===== config.mk =====
export PLATFORM = sky130hd
export DESIGN_NAME = rdc_regs
export DESIGN_NICKNAME = d
export VERILOG_FILES = /design/src/rdc_pkg.sv /design/src/rdc_regs.sv
export SDC_FILE = /design/constraint.sdc
export NUM_CORES = 1
export LEC_CHECK = 0
export BUFFER_PORTS_ARGS = -buffer_cell sky130_fd_sc_hd__buf_2
export CAP_MARGIN = 20
export CORE_ASPECT_RATIO = 0.5
export CORE_MARGIN = 3
export CORE_UTILIZATION = 58
export CTS_CLUSTER_DIAMETER = 30
export CTS_CLUSTER_SIZE = 12
export DETAILED_ROUTE_END_ITERATION = 7
export HOLD_SLACK_MARGIN = 0.03
export PLACE_DENSITY = 0.9
export REMOVE_ABC_BUFFERS = 1
export SYNTH_ARGS = -nofsm -noshare
export SYNTH_HDL_FRONTEND = slang
export SYNTH_SLANG_ARGS = --single-unit

===== constraint.sdc =====
create_clock -name clock_i -period 2.28 [get_ports clock_i]
set_input_delay 0 -clock clock_i [delete_from_list [all_inputs] [get_ports clock_i]]
set_output_delay 0 -clock clock_i [all_outputs]
set_load 0.02 [all_outputs]

===== src/rdc_pkg.sv =====
// package: register map, field layout and reset values of the decoder registers
package rdc_pkg;

    // ========================================================================
    // register offsets
    localparam logic [15:0] CH1_CONTROL_OFS  = 16'h6005;
    localparam logic [15:0] CH2_STATUS_OFS   = 16'h6008;
    localparam logic [15:0] CH2_LAST_OFS     = 16'h6009;
    localparam logic [15:0] CH2_PREV_OFS     = 16'h600A;
    localparam logic [15:0] CH2_COUNTERS_OFS = 16'h600B;
    localparam logic [15:0] CH2_SETTINGS_OFS = 16'h600C;
    localparam logic [15:0] CH2_CONTROL_OFS  = 16'h600D;

    // ========================================================================
    // control register fields (both channels)
    localparam int CTL_SEL_BIT     = 10;
    localparam int CTL_CLKOUT_BIT  = 9;
    localparam int CTL_CLKIN_BIT   = 8;
    localparam int CTL_ACC_HI      = 7;
    localparam int CTL_ACC_LO      = 6;
    localparam int CTL_RESYNC_BIT  = 5;
    localparam int CTL_GAIN_HI     = 4;
    localparam int CTL_GAIN_LO     = 0;
    localparam logic [15:0] CTL_WMASK = 16'h07DF;
    localparam logic [15:0] CTL_RESET = 16'h0100;

    // ========================================================================
    // settings register fields
    localparam int SET_COR_HI   = 14;
    localparam int SET_COR_LO   = 13;
    localparam int SET_GOOD_HI  = 12;
    localparam int SET_GOOD_LO  = 7;
    localparam int SET_EBLK_BIT = 6;
    localparam int SET_BAD_HI   = 5;
    localparam int SET_BAD_LO   = 0;
    localparam logic [15:0] SET_WMASK = 16'h7FFF;
    localparam logic [15:0] SET_RESET = 16'h1020;

    // ========================================================================
    // identifiers and reset values of status fields
    localparam logic [2:0]  BLOCK_ID_RESET = 3'h7;
    localparam logic [15:0] WORD_RESET     = 16'h0000;

    typedef enum logic [1:0] {
        RDC_CLK_DECODER, RDC_CLK_BURST, RDC_CLK_DEMOD, RDC_CLK_BAD
    } rdc_clk_mode_e;

    typedef enum logic [1:0] {
        RDC_ACC_STANDARD, RDC_ACC_FAST_PI, RDC_ACC_REDUCED, RDC_ACC_BYPASS
    } rdc_acc_mode_e;

    typedef enum logic [1:0] {
        RDC_COR_NONE, RDC_COR_BURST2, RDC_COR_BURST5, RDC_COR_NONE2
    } rdc_cor_mode_e;

    // one block report from the decoder datapath
    typedef struct packed {
        logic [15:0] word;
        logic [2:0]  id;
        logic [1:0]  err;
        logic        good;
    } rdc_block_s;

    // register bus request
    typedef struct packed {
        logic [15:0] addr;
        logic [15:0] wdata;
        logic        wr;
        logic        rd;
    } rdc_bus_s;

endpackage


===== src/rdc_regs.sv =====
// control, settings and status registers of the radio data decoder
`timescale 1ns/10ps

// How it works
// RULE1 - ch2 control bit 10 picks second indicator: decoder or IF flag.
// RULE2 - clock mode bits 9:8: decoder, burst or demodulator; 11 forbidden.
// RULE3 - access bits 7:6: standard, fast search, reduced, bypass; reset 00.
// RULE4 - writing 1 to bit 5 starts new sync search; 0 changes nothing.
// RULE5 - bits 4:0 hold bad-block gain threshold, reset zero.
// RULE6 - settings bits 14:13 select correction: none, 2-bit or 5-bit bursts.
// RULE7 - settings bits 12:7 hold good-block loss threshold, reset 100000.
// RULE8 - settings bits 5:0 hold bad-block loss threshold, reset 100000.
// RULE9 - settings bit 6 accepts E blocks when set, reset 0.
// RULE10 - counter bits 15:10 show six-bit bad-block counter, reset zero.
// RULE11 - counter bits 9:5 show top five bits of good-block counter.
// RULE12 - counter shows previous block id (reset 111) and its error status.
// RULE13 - sixteen-bit register holds previous block word, reset zero.
// RULE14 - sixteen-bit register holds last block word, reset zero.
// RULE15 - status bit 7 reads 1 while sync found, reset 0.
// RULE16 - status bit 6 set on data overflow before read.
// RULE17 - status bit 5 reads 1 when decoder reset seen.
// RULE18 - status bits 4:2 give last block id, reset 111.
// RULE19 - status bits 1:0 give last block error status, reset 00.
// RULE20 - ch1 control bit 10 gives shared pin indicator or ch1 data clock.
// RULE21 - ch1 control has same clock, access, restart and gain fields.
// RULE22 - a restart write acts once, not while the bit stays set.
module rdc_regs
    import rdc_pkg::*;
(
    input  wire logic        clock_i,
    input  wire logic        resetn_i,
    input  wire logic [15:0] addr_i,
    input  wire logic [15:0] wdata_i,
    input  wire logic        wr_i,
    input  wire logic        rd_i,
    output logic      [15:0] rdata_o,
    input  wire logic        blk_valid_i,
    input  wire logic [15:0] blk_word_i,
    input  wire logic [2:0]  blk_id_i,
    input  wire logic [1:0]  blk_err_i,
    input  wire logic        blk_good_i,
    input  wire logic        sync_found_i,
    input  wire logic        decoder_reset_i,
    input  wire logic        ch2_avail_i,
    input  wire logic        if_flag_i,
    input  wire logic        ch1_data_clock_i,
    output logic             shared_clock_indicator_pin_o,
    output logic             ch1_restart_sync_o,
    output logic             ch2_restart_sync_o,
    output logic      [1:0]  ch1_clock_mode_o,
    output logic      [1:0]  ch2_clock_mode_o,
    output logic      [1:0]  ch1_access_mode_o,
    output logic      [1:0]  ch2_access_mode_o,
    output logic      [4:0]  ch1_bad_gain_threshold_o,
    output logic      [4:0]  ch2_bad_gain_threshold_o,
    output logic      [1:0]  ch2_correction_mode_o,
    output logic      [5:0]  ch2_good_lose_threshold_o,
    output logic             ch2_e_block_allow_o,
    output logic      [5:0]  ch2_bad_lose_threshold_o
);

    // ========================================================================
    // helpers
    function automatic logic [15:0] merge_ctl(input logic [15:0] old_v,
                                              input logic [15:0] new_v);
        logic [15:0] v;
        v = (new_v & CTL_WMASK) & ~(16'h0001 << CTL_RESYNC_BIT);
        // forbidden clock mode 11 is refused; the old mode is kept
        if (new_v[CTL_CLKOUT_BIT] && new_v[CTL_CLKIN_BIT]) begin //RULE2
            v[CTL_CLKOUT_BIT] = old_v[CTL_CLKOUT_BIT];
            v[CTL_CLKIN_BIT]  = old_v[CTL_CLKIN_BIT];
        end
        return v;
    endfunction

    // ========================================================================
    // synchronisers for pin inputs
    logic [1:0] avail_sync_reg;
    logic [1:0] flag_sync_reg;
    logic [1:0] clk1_sync_reg;

    always_ff @(posedge clock_i or negedge resetn_i) begin
        if (!resetn_i) begin
            avail_sync_reg <= 2'h0;
            flag_sync_reg  <= 2'h0;
            clk1_sync_reg  <= 2'h0;
        end else begin
            avail_sync_reg <= {avail_sync_reg[0], ch2_avail_i};
            flag_sync_reg  <= {flag_sync_reg[0], if_flag_i};
            clk1_sync_reg  <= {clk1_sync_reg[0], ch1_data_clock_i};
        end
    end

    // ========================================================================
    // address decode
    rdc_bus_s bus;
    assign bus = '{addr: addr_i, wdata: wdata_i, wr: wr_i, rd: rd_i};

    wire wr_ctl1 = bus.wr && (bus.addr == CH1_CONTROL_OFS);
    wire wr_ctl2 = bus.wr && (bus.addr == CH2_CONTROL_OFS);
    wire wr_set2 = bus.wr && (bus.addr == CH2_SETTINGS_OFS);
    wire rd_stat = bus.rd && (bus.addr == CH2_STATUS_OFS);

    // ========================================================================
    // control and settings storage
    logic [15:0] ctl1_reg;
    logic [15:0] ctl2_reg;
    logic [15:0] set2_reg;
    logic        resync1_reg;
    logic        resync2_reg;

    always_ff @(posedge clock_i or negedge resetn_i) begin
        if (!resetn_i) begin
            ctl1_reg    <= CTL_RESET; //RULE21
            ctl2_reg    <= CTL_RESET; //RULE2
            set2_reg    <= SET_RESET; //RULE7
            resync1_reg <= 1'b0;
            resync2_reg <= 1'b0;
        end else begin
            if (wr_ctl1) begin
                ctl1_reg <= merge_ctl(ctl1_reg, bus.wdata); //RULE21
            end
            if (wr_ctl2) begin
                ctl2_reg <= merge_ctl(ctl2_reg, bus.wdata); //RULE1
            end
            if (wr_set2) begin
                set2_reg <= bus.wdata & SET_WMASK; //RULE6
            end
            // restart is a one-cycle pulse per write of 1
            resync1_reg <= wr_ctl1 && bus.wdata[CTL_RESYNC_BIT]; //RULE22
            resync2_reg <= wr_ctl2 && bus.wdata[CTL_RESYNC_BIT]; //RULE4
        end
    end

    // ========================================================================
    // block reports, counters and status
    rdc_block_s  blk;
    logic [15:0] last_word_reg;
    logic [15:0] prev_word_reg;
    logic [2:0]  last_id_reg;
    logic [2:0]  prev_id_reg;
    logic [1:0]  last_err_reg;
    logic [1:0]  prev_err_reg;
    logic [5:0]  bad_cnt_reg;
    logic [5:0]  good_cnt_reg;
    logic        sync_reg;
    logic        ovf_reg;
    logic        rst_seen_reg;
    logic        unread_reg;

    assign blk = '{word: blk_word_i, id: blk_id_i, err: blk_err_i,
                   good: blk_good_i};

    wire restart_any = resync1_reg || resync2_reg;

    always_ff @(posedge clock_i or negedge resetn_i) begin
        if (!resetn_i) begin
            last_word_reg <= WORD_RESET; //RULE14
            prev_word_reg <= WORD_RESET; //RULE13
            last_id_reg   <= BLOCK_ID_RESET; //RULE18
            prev_id_reg   <= BLOCK_ID_RESET; //RULE12
            last_err_reg  <= 2'h0; //RULE19
            prev_err_reg  <= 2'h0;
            bad_cnt_reg   <= 6'h00; //RULE10
            good_cnt_reg  <= 6'h00; //RULE11
            sync_reg      <= 1'b0;
            ovf_reg       <= 1'b0;
            rst_seen_reg  <= 1'b0;
            unread_reg    <= 1'b0;
        end else begin
            sync_reg <= sync_found_i; //RULE15
            if (blk_valid_i) begin
                prev_word_reg <= last_word_reg; //RULE13
                last_word_reg <= blk.word; //RULE14
                prev_id_reg   <= last_id_reg; //RULE12
                last_id_reg   <= blk.id; //RULE18
                prev_err_reg  <= last_err_reg;
                last_err_reg  <= blk.err; //RULE19
            end
            if (restart_any) begin
                bad_cnt_reg  <= 6'h00;
                good_cnt_reg <= 6'h00;
            end else if (blk_valid_i && blk.good) begin
                good_cnt_reg <= 6'(good_cnt_reg + 6'h01); //RULE11
            end else if (blk_valid_i) begin
                bad_cnt_reg <= 6'(bad_cnt_reg + 6'h01); //RULE10
            end
            // a new block while the last is unread sets overflow; set wins
            if (blk_valid_i) begin
                unread_reg <= 1'b1;
            end else if (rd_stat) begin
                unread_reg <= 1'b0;
            end
            if (blk_valid_i && unread_reg) begin
                ovf_reg <= 1'b1; //RULE16
            end else if (rd_stat) begin
                ovf_reg <= 1'b0;
            end
            if (decoder_reset_i) begin
                rst_seen_reg <= 1'b1; //RULE17
            end else if (rd_stat) begin
                rst_seen_reg <= 1'b0;
            end
        end
    end

    // ========================================================================
    // read mux
    wire [15:0] stat_word = {8'h00, sync_reg, ovf_reg, rst_seen_reg,
                             last_id_reg, last_err_reg};
    wire [15:0] cnt_word  = {bad_cnt_reg, good_cnt_reg[5:1], prev_id_reg,
                             prev_err_reg}; //RULE12
    logic [15:0] rd_sel;

    always_comb begin
        case (bus.addr)
            CH1_CONTROL_OFS:  rd_sel = ctl1_reg;
            CH2_STATUS_OFS:   rd_sel = stat_word;
            CH2_LAST_OFS:     rd_sel = last_word_reg;
            CH2_PREV_OFS:     rd_sel = prev_word_reg;
            CH2_COUNTERS_OFS: rd_sel = cnt_word;
            CH2_SETTINGS_OFS: rd_sel = set2_reg;
            CH2_CONTROL_OFS:  rd_sel = ctl2_reg;
            default:          rd_sel = 16'h0000;
        endcase
    end

    // ========================================================================
    // shared pin select
    wire indicator = ctl2_reg[CTL_SEL_BIT] ? flag_sync_reg[1]
                                           : avail_sync_reg[1]; //RULE1
    wire pin_next  = ctl1_reg[CTL_SEL_BIT] ? indicator
                                           : clk1_sync_reg[1]; //RULE20

    always_ff @(posedge clock_i or negedge resetn_i) begin
        if (!resetn_i) begin
            rdata_o                      <= 16'h0000;
            shared_clock_indicator_pin_o <= 1'b0;
        end else begin
            rdata_o                      <= bus.rd ? rd_sel : 16'h0000;
            shared_clock_indicator_pin_o <= pin_next; //RULE20
        end
    end

    // ========================================================================
    // field outputs
    assign ch1_restart_sync_o        = resync1_reg;
    assign ch2_restart_sync_o        = resync2_reg;
    assign ch1_clock_mode_o          = ctl1_reg[CTL_CLKOUT_BIT:CTL_CLKIN_BIT];
    assign ch2_clock_mode_o          = ctl2_reg[CTL_CLKOUT_BIT:CTL_CLKIN_BIT];
    assign ch1_access_mode_o         = ctl1_reg[CTL_ACC_HI:CTL_ACC_LO];
    assign ch2_access_mode_o         = ctl2_reg[CTL_ACC_HI:CTL_ACC_LO]; //RULE3
    assign ch1_bad_gain_threshold_o  = ctl1_reg[CTL_GAIN_HI:CTL_GAIN_LO];
    assign ch2_bad_gain_threshold_o  =
        ctl2_reg[CTL_GAIN_HI:CTL_GAIN_LO]; //RULE5
    assign ch2_correction_mode_o     = set2_reg[SET_COR_HI:SET_COR_LO]; //RULE6
    assign ch2_good_lose_threshold_o =
        set2_reg[SET_GOOD_HI:SET_GOOD_LO]; //RULE7
    assign ch2_e_block_allow_o       = set2_reg[SET_EBLK_BIT]; //RULE9
    assign ch2_bad_lose_threshold_o  = set2_reg[SET_BAD_HI:SET_BAD_LO]; //RULE8

    // ========================================================================
    // checks
    chk_no_bad_clock: assert property ( //RULE2
        @(posedge clock_i) disable iff (!resetn_i)
        ch2_clock_mode_o != 2'h3 && ch1_clock_mode_o != 2'h3)
        else $error("forbidden clock mode stored");

    chk_restart_pulse: assert property ( //RULE4
        @(posedge clock_i) disable iff (!resetn_i)
        (wr_ctl2 && bus.wdata[CTL_RESYNC_BIT]) |=> ch2_restart_sync_o
        ##1 (!ch2_restart_sync_o
             || $past(wr_ctl2 && bus.wdata[CTL_RESYNC_BIT])))
        else $error("restart not a single pulse");

    chk_restart_once: assert property ( //RULE22
        @(posedge clock_i) disable iff (!resetn_i)
        ch1_restart_sync_o |-> $past(wr_ctl1 && bus.wdata[CTL_RESYNC_BIT]))
        else $error("restart without write");

    chk_read_latency: assert property ( //RULE7
        @(posedge clock_i) disable iff (!resetn_i)
        (bus.rd && bus.addr == CH2_SETTINGS_OFS && !$past(bus.wr))
        |=> rdata_o == $past(set2_reg))
        else $error("settings read wrong");

    chk_last_to_prev: assert property ( //RULE13
        @(posedge clock_i) disable iff (!resetn_i)
        blk_valid_i |=> prev_word_reg == $past(last_word_reg)
        && last_word_reg == $past(blk_word_i))
        else $error("block words not shifted");

    chk_overflow_set: assert property ( //RULE16
        @(posedge clock_i) disable iff (!resetn_i)
        (blk_valid_i && unread_reg) |=> ovf_reg)
        else $error("overflow missed");

    chk_reset_seen: assert property ( //RULE17
        @(posedge clock_i) disable iff (!resetn_i)
        decoder_reset_i |=> rst_seen_reg ##1 (rst_seen_reg || $past(rd_stat)))
        else $error("decoder reset not held");

    chk_bad_count: assert property ( //RULE10
        @(posedge clock_i) disable iff (!resetn_i)
        (blk_valid_i && !blk_good_i && !restart_any)
        |=> bad_cnt_reg == 6'($past(bad_cnt_reg) + 6'h01))
        else $error("bad counter not advanced");

    chk_good_count: assert property ( //RULE11
        @(posedge clock_i) disable iff (!resetn_i)
        (blk_valid_i && blk_good_i && !restart_any)
        |=> good_cnt_reg == 6'($past(good_cnt_reg) + 6'h01))
        else $error("good counter not advanced");

    chk_count_clear: assert property ( //RULE4
        @(posedge clock_i) disable iff (!resetn_i)
        restart_any |=> bad_cnt_reg == 6'h00 && good_cnt_reg == 6'h00)
        else $error("counters not cleared on restart");

    chk_sync_track: assert property ( //RULE15
        @(posedge clock_i) disable iff (!resetn_i)
        sync_found_i |=> stat_word[7])
        else $error("sync bit not shown");

    chk_sync_clear: assert property ( //RULE15
        @(posedge clock_i) disable iff (!resetn_i)
        !sync_found_i |=> !stat_word[7])
        else $error("sync bit shown without sync");

    chk_id_shift: assert property ( //RULE18
        @(posedge clock_i) disable iff (!resetn_i)
        blk_valid_i |=> last_id_reg == $past(blk_id_i)
        && prev_id_reg == $past(last_id_reg))
        else $error("block ids not shifted");

    chk_err_shift: assert property ( //RULE19
        @(posedge clock_i) disable iff (!resetn_i)
        blk_valid_i |=> last_err_reg == $past(blk_err_i)
        && prev_err_reg == $past(last_err_reg))
        else $error("error status not shifted");

    chk_select_write: assert property ( //RULE1
        @(posedge clock_i) disable iff (!resetn_i)
        wr_ctl2 |=> ctl2_reg[CTL_SEL_BIT] == $past(bus.wdata[CTL_SEL_BIT]))
        else $error("indicator select not stored");

    chk_access_write: assert property ( //RULE3
        @(posedge clock_i) disable iff (!resetn_i)
        wr_ctl2 |=> ch2_access_mode_o
        == $past(bus.wdata[CTL_ACC_HI:CTL_ACC_LO]))
        else $error("access mode not stored");

    chk_gain_write: assert property ( //RULE5
        @(posedge clock_i) disable iff (!resetn_i)
        wr_ctl2 |=> ch2_bad_gain_threshold_o
        == $past(bus.wdata[CTL_GAIN_HI:CTL_GAIN_LO]))
        else $error("gain threshold not stored");

    chk_resync_not_stored: assert property ( //RULE4
        @(posedge clock_i) disable iff (!resetn_i)
        !ctl1_reg[CTL_RESYNC_BIT] && !ctl2_reg[CTL_RESYNC_BIT])
        else $error("restart bit stored");

    chk_ch1_fields: assert property ( //RULE21
        @(posedge clock_i) disable iff (!resetn_i)
        wr_ctl1 |=> ch1_access_mode_o
        == $past(bus.wdata[CTL_ACC_HI:CTL_ACC_LO])
        && ch1_bad_gain_threshold_o
        == $past(bus.wdata[CTL_GAIN_HI:CTL_GAIN_LO]))
        else $error("ch1 control fields not stored");

    chk_correction_write: assert property ( //RULE6
        @(posedge clock_i) disable iff (!resetn_i)
        wr_set2 |=> ch2_correction_mode_o
        == $past(bus.wdata[SET_COR_HI:SET_COR_LO]))
        else $error("correction mode not stored");

    chk_good_lose_write: assert property ( //RULE7
        @(posedge clock_i) disable iff (!resetn_i)
        wr_set2 |=> ch2_good_lose_threshold_o
        == $past(bus.wdata[SET_GOOD_HI:SET_GOOD_LO]))
        else $error("good loss threshold not stored");

    chk_bad_lose_write: assert property ( //RULE8
        @(posedge clock_i) disable iff (!resetn_i)
        wr_set2 |=> ch2_bad_lose_threshold_o
        == $past(bus.wdata[SET_BAD_HI:SET_BAD_LO]))
        else $error("bad loss threshold not stored");

    chk_eblock_write: assert property ( //RULE9
        @(posedge clock_i) disable iff (!resetn_i)
        wr_set2 |=> ch2_e_block_allow_o == $past(bus.wdata[SET_EBLK_BIT]))
        else $error("e block allow not stored");

    chk_pin_clock: assert property ( //RULE20
        @(posedge clock_i) disable iff (!resetn_i)
        !$past(ctl1_reg[CTL_SEL_BIT])
        |-> shared_clock_indicator_pin_o == $past(clk1_sync_reg[1]))
        else $error("shared pin not on ch1 clock");

    chk_pin_flag: assert property ( //RULE1
        @(posedge clock_i) disable iff (!resetn_i)
        $past(ctl1_reg[CTL_SEL_BIT] && ctl2_reg[CTL_SEL_BIT])
        |-> shared_clock_indicator_pin_o == $past(flag_sync_reg[1]))
        else $error("shared pin not on processor flag");

endmodule


==> metrics <==
outcome finished with violations; failing checks DRC; CTS tree yes; FILL cells 374; worst hold path type input port to flop; sequential share of the synthesized area 58.46%; Die H 72.13 um; drc violations 2; share of cells above drive strength 1 46.55%; maxcap violations 0; Core Box Area 8259 um2; count of different cell masters after synthesis 37; WL/cell 25.19 um; clk sinks 118; CP max-delay cell or4_1; clk_lat worst skew 0.43 ns; Slew Limit Fails 0; Post-synth EDFFs 0; min-delay src blk_good_i; combinational share of power 10.0%; area delta synth->final 32.24%; R2R depth 2; setup TNS 0 ns; post-synthesis async set-or-reset flop share 100.0%; clock transition at the registers of the reported paths 0.05 ns; synthesized netlist cell count 367; worst-path cell chain buf_2 -> or4_1 -> nor4_2 -> buf_4 -> nand2_1 -> a21o_1 -> dlygate4sd3_1; #FFs+latches synth 118; reg2reg end rst_seen_reg; Max VDD drop 0.6184 mV; synth warn 0; hold path endpoint bad_cnt_reg[0]; Bufs on Longest Clock Path 2; Switching Share 25.68%; row cnt 23; r2r setup slk 1.03 ns; Die Wd 138.3 um; total power 5.538 mW; Hold Vio Cnt, Final 0; max incr delay on CP 0.74 ns; ANT cells 0; initial antenna violation count 0; Reg power frac 45.3%; Pleak 3.218 nW; number of global-route vias before repair 4,509; r2r startpoint rst_seen_reg; Int Power 4.116 mW; hold path cells 4; Synth area leaders dfrtp_1 (53%), mux2_2 (16%), dfstp_2 (5.2%); mapped cell area 5072 um2; first-pass GRT wire length 25,470 um; Finished Layout Cells 649; RSZ-0062 raised after global routing false; Clock Power Share 44.8%; sequential standard cell area 2965 um2; drt pass-1 iters 8; largest net degree at the start of global routing 52; IO buf count 114; post-synth top area cell dfrtp_1; Final period util 87.98%; CP required 2.59 ns; post-DP HPWL 7872 um; Final nets 590; area of the multi-input gates 1871 um2; Routed Antenna Nets 0; Worst Clk Skew 0.01267 ns; All-Layer GR Usage 33.83%; Ports 116; Primary FF master, synth dfrtp_1; pwr dens 825.7 nW/um2; Starting Density 61.41%; Avg Cell Area, Syn 13.82 um2; GR Layer Usage met1 39.99%; Yosys top cell area share 53.28%; crit-path max FO 9; Switch Pwr 1.422 mW; Max Clock Freq 498.5 MHz; CTS buffer count 17; actual slew at the worst max-slew pin 0.7185 ns; placed insts 572; final worst path period need 2.006 ns; startpoint types input port; Slew HR 52.10%; routing usage on met2 55.89%; Arrival @ worst endpoint 2.31 ns; Worst Setup End Kind flop; die area 9972 um2; CTS H-tree depth 4; final wirelength 16,350 um; Hold Worst Slack 0.07141 ns; critical path class input port to flop; Final Setup Violations 0; vias 4,306; routability cong. 0.7801; DR iter-0 viols 568; GRT met3 Usage 10.60%; via/cell ratio 6.635; total gr overflow 0; busiest grt layer met2; CTS Root Cell clkbuf_16
critical path, delay by kind of cell:
family | cells | cell delay, ns
AOI/OAI and AO/OA | 1 | 0.20
buffers and inverters | 3 | 0.91
and+or+nand+nor | 3 | 1.20
layer usage:
metal,share of wire [%],wire [um]
met5,0,0
met4,6.6,1081
met3,10,1666
met2,47,7704
met1,36,5898
layout make-up:
class                      count  area share [%]
timing repair buffer         177           17.65
inverter                       3          0.1679
clock buffer                  28           7.704
clock inverter                 4          0.2985
multi-input combinational    207           27.89
tap                          112           2.089
sequential                   118           44.21
kinds of logic (layout without fill, tap and decap cells):
| group | after synthesis | count (layout) | share of synthesized area [%] |
|---|---|---|---|
| multiplexers | 76 | 76 | 16.80 |
| XOR/XNOR | 10 | 10 | 1.727 |
| adder cells (fa/ha/maj) | 2 | 2 | 0.4933 |
| flip-flops | 118 | 118 | 58.46 |
| AND/OR/NAND/NOR | 51 | 51 | 7.622 |
| AO/OA/AOI/OAI | 68 | 68 | 9.891 |
| buffers and inverters | 42 | 212 | 5.007 |
metrics by stage:
| stage | cell area [um2] | utilization (%) | worst slack (ns) |
|---|---|---|---|
| 6_report | 6708 | 81.22 | 0.2741 |
| 5_1_grt | 6708 | 81.22 | 0.1989 |
| 4_1_cts | 6708 | 81.22 | 0.3735 |
| 3_5_place_dp | 5720 | 69.26 | 0.2376 |
| 3_3_place_gp | 5720 | 69.26 | 0.2624 |
| 2_1_floorplan | 4830 | - | 0.07026 |
cell usage in the layout, fill, tap and decap left out, drive strengths merged, types with 2 or more instances in the layout:
cell type and instances:
dfstp 10, clkbuf 28, mux2 73, clkinv 4, or4bb 4, dlygate4sd3 45
nand4b 2, dfrtp 108, a22oi 24, nor2 13, a21oi 11, nand4 4
nand2 9, or4 3, ha 2, a31oi 15, buf 132, xor2 8
xnor2 2, inv 3, nor4 7, a21o 2, mux2i 3, and3 4
a222oi 14
repair_timing:
item / in CTS / in global routing
buffers inserted: 0 / 0
setup endpoints to repair: 0 / 0
resized for setup: 0 / 0
hold endpoints to repair: 111 / 0
hold buffers: 45 / 0
worst max-delay path by stage:
stage,endpoint,start,slack (ns)
5_1_grt,rst_seen_reg,addr_i[9],0.20
4_1_cts,rst_seen_reg,addr_i[9],0.37
3_3_place_gp,set2_reg[10],addr_i[9],0.26
6_report,rst_seen_reg,addr_i[9],0.27
2_1_floorplan,set2_reg[10],addr_i[9],0.07
3_5_place_dp,set2_reg[9],addr_i[9],0.24
power by group through the flow:
stage               clock network (mW)  registers (mW)  logic, mW
global placement                     0            2.50      0.420
CTS                               2.45            2.48      0.518
finish                            2.48            2.51      0.551
floorplan                            0            2.46      0.271
global route                      2.59            2.52      0.604
detailed placement                   0            2.51      0.443
synth_stat cells, drive strengths merged, types with 4 or more instances:
| master | number |
|---|---|
| a31oi | 15 |
| a21oi | 11 |
| nand4 | 4 |
| buf | 28 |
| clkbuf | 11 |
| a22oi | 24 |
| dfstp | 10 |
| nor4 | 7 |
| and3 | 4 |
| xor2 | 8 |
| nand2 | 9 |
| nor2 | 13 |
| dfrtp | 108 |
| or4bb | 4 |
| a222oi | 14 |
| mux2 | 73 |
No activity file was read; power rests on OpenSTA's default activity.
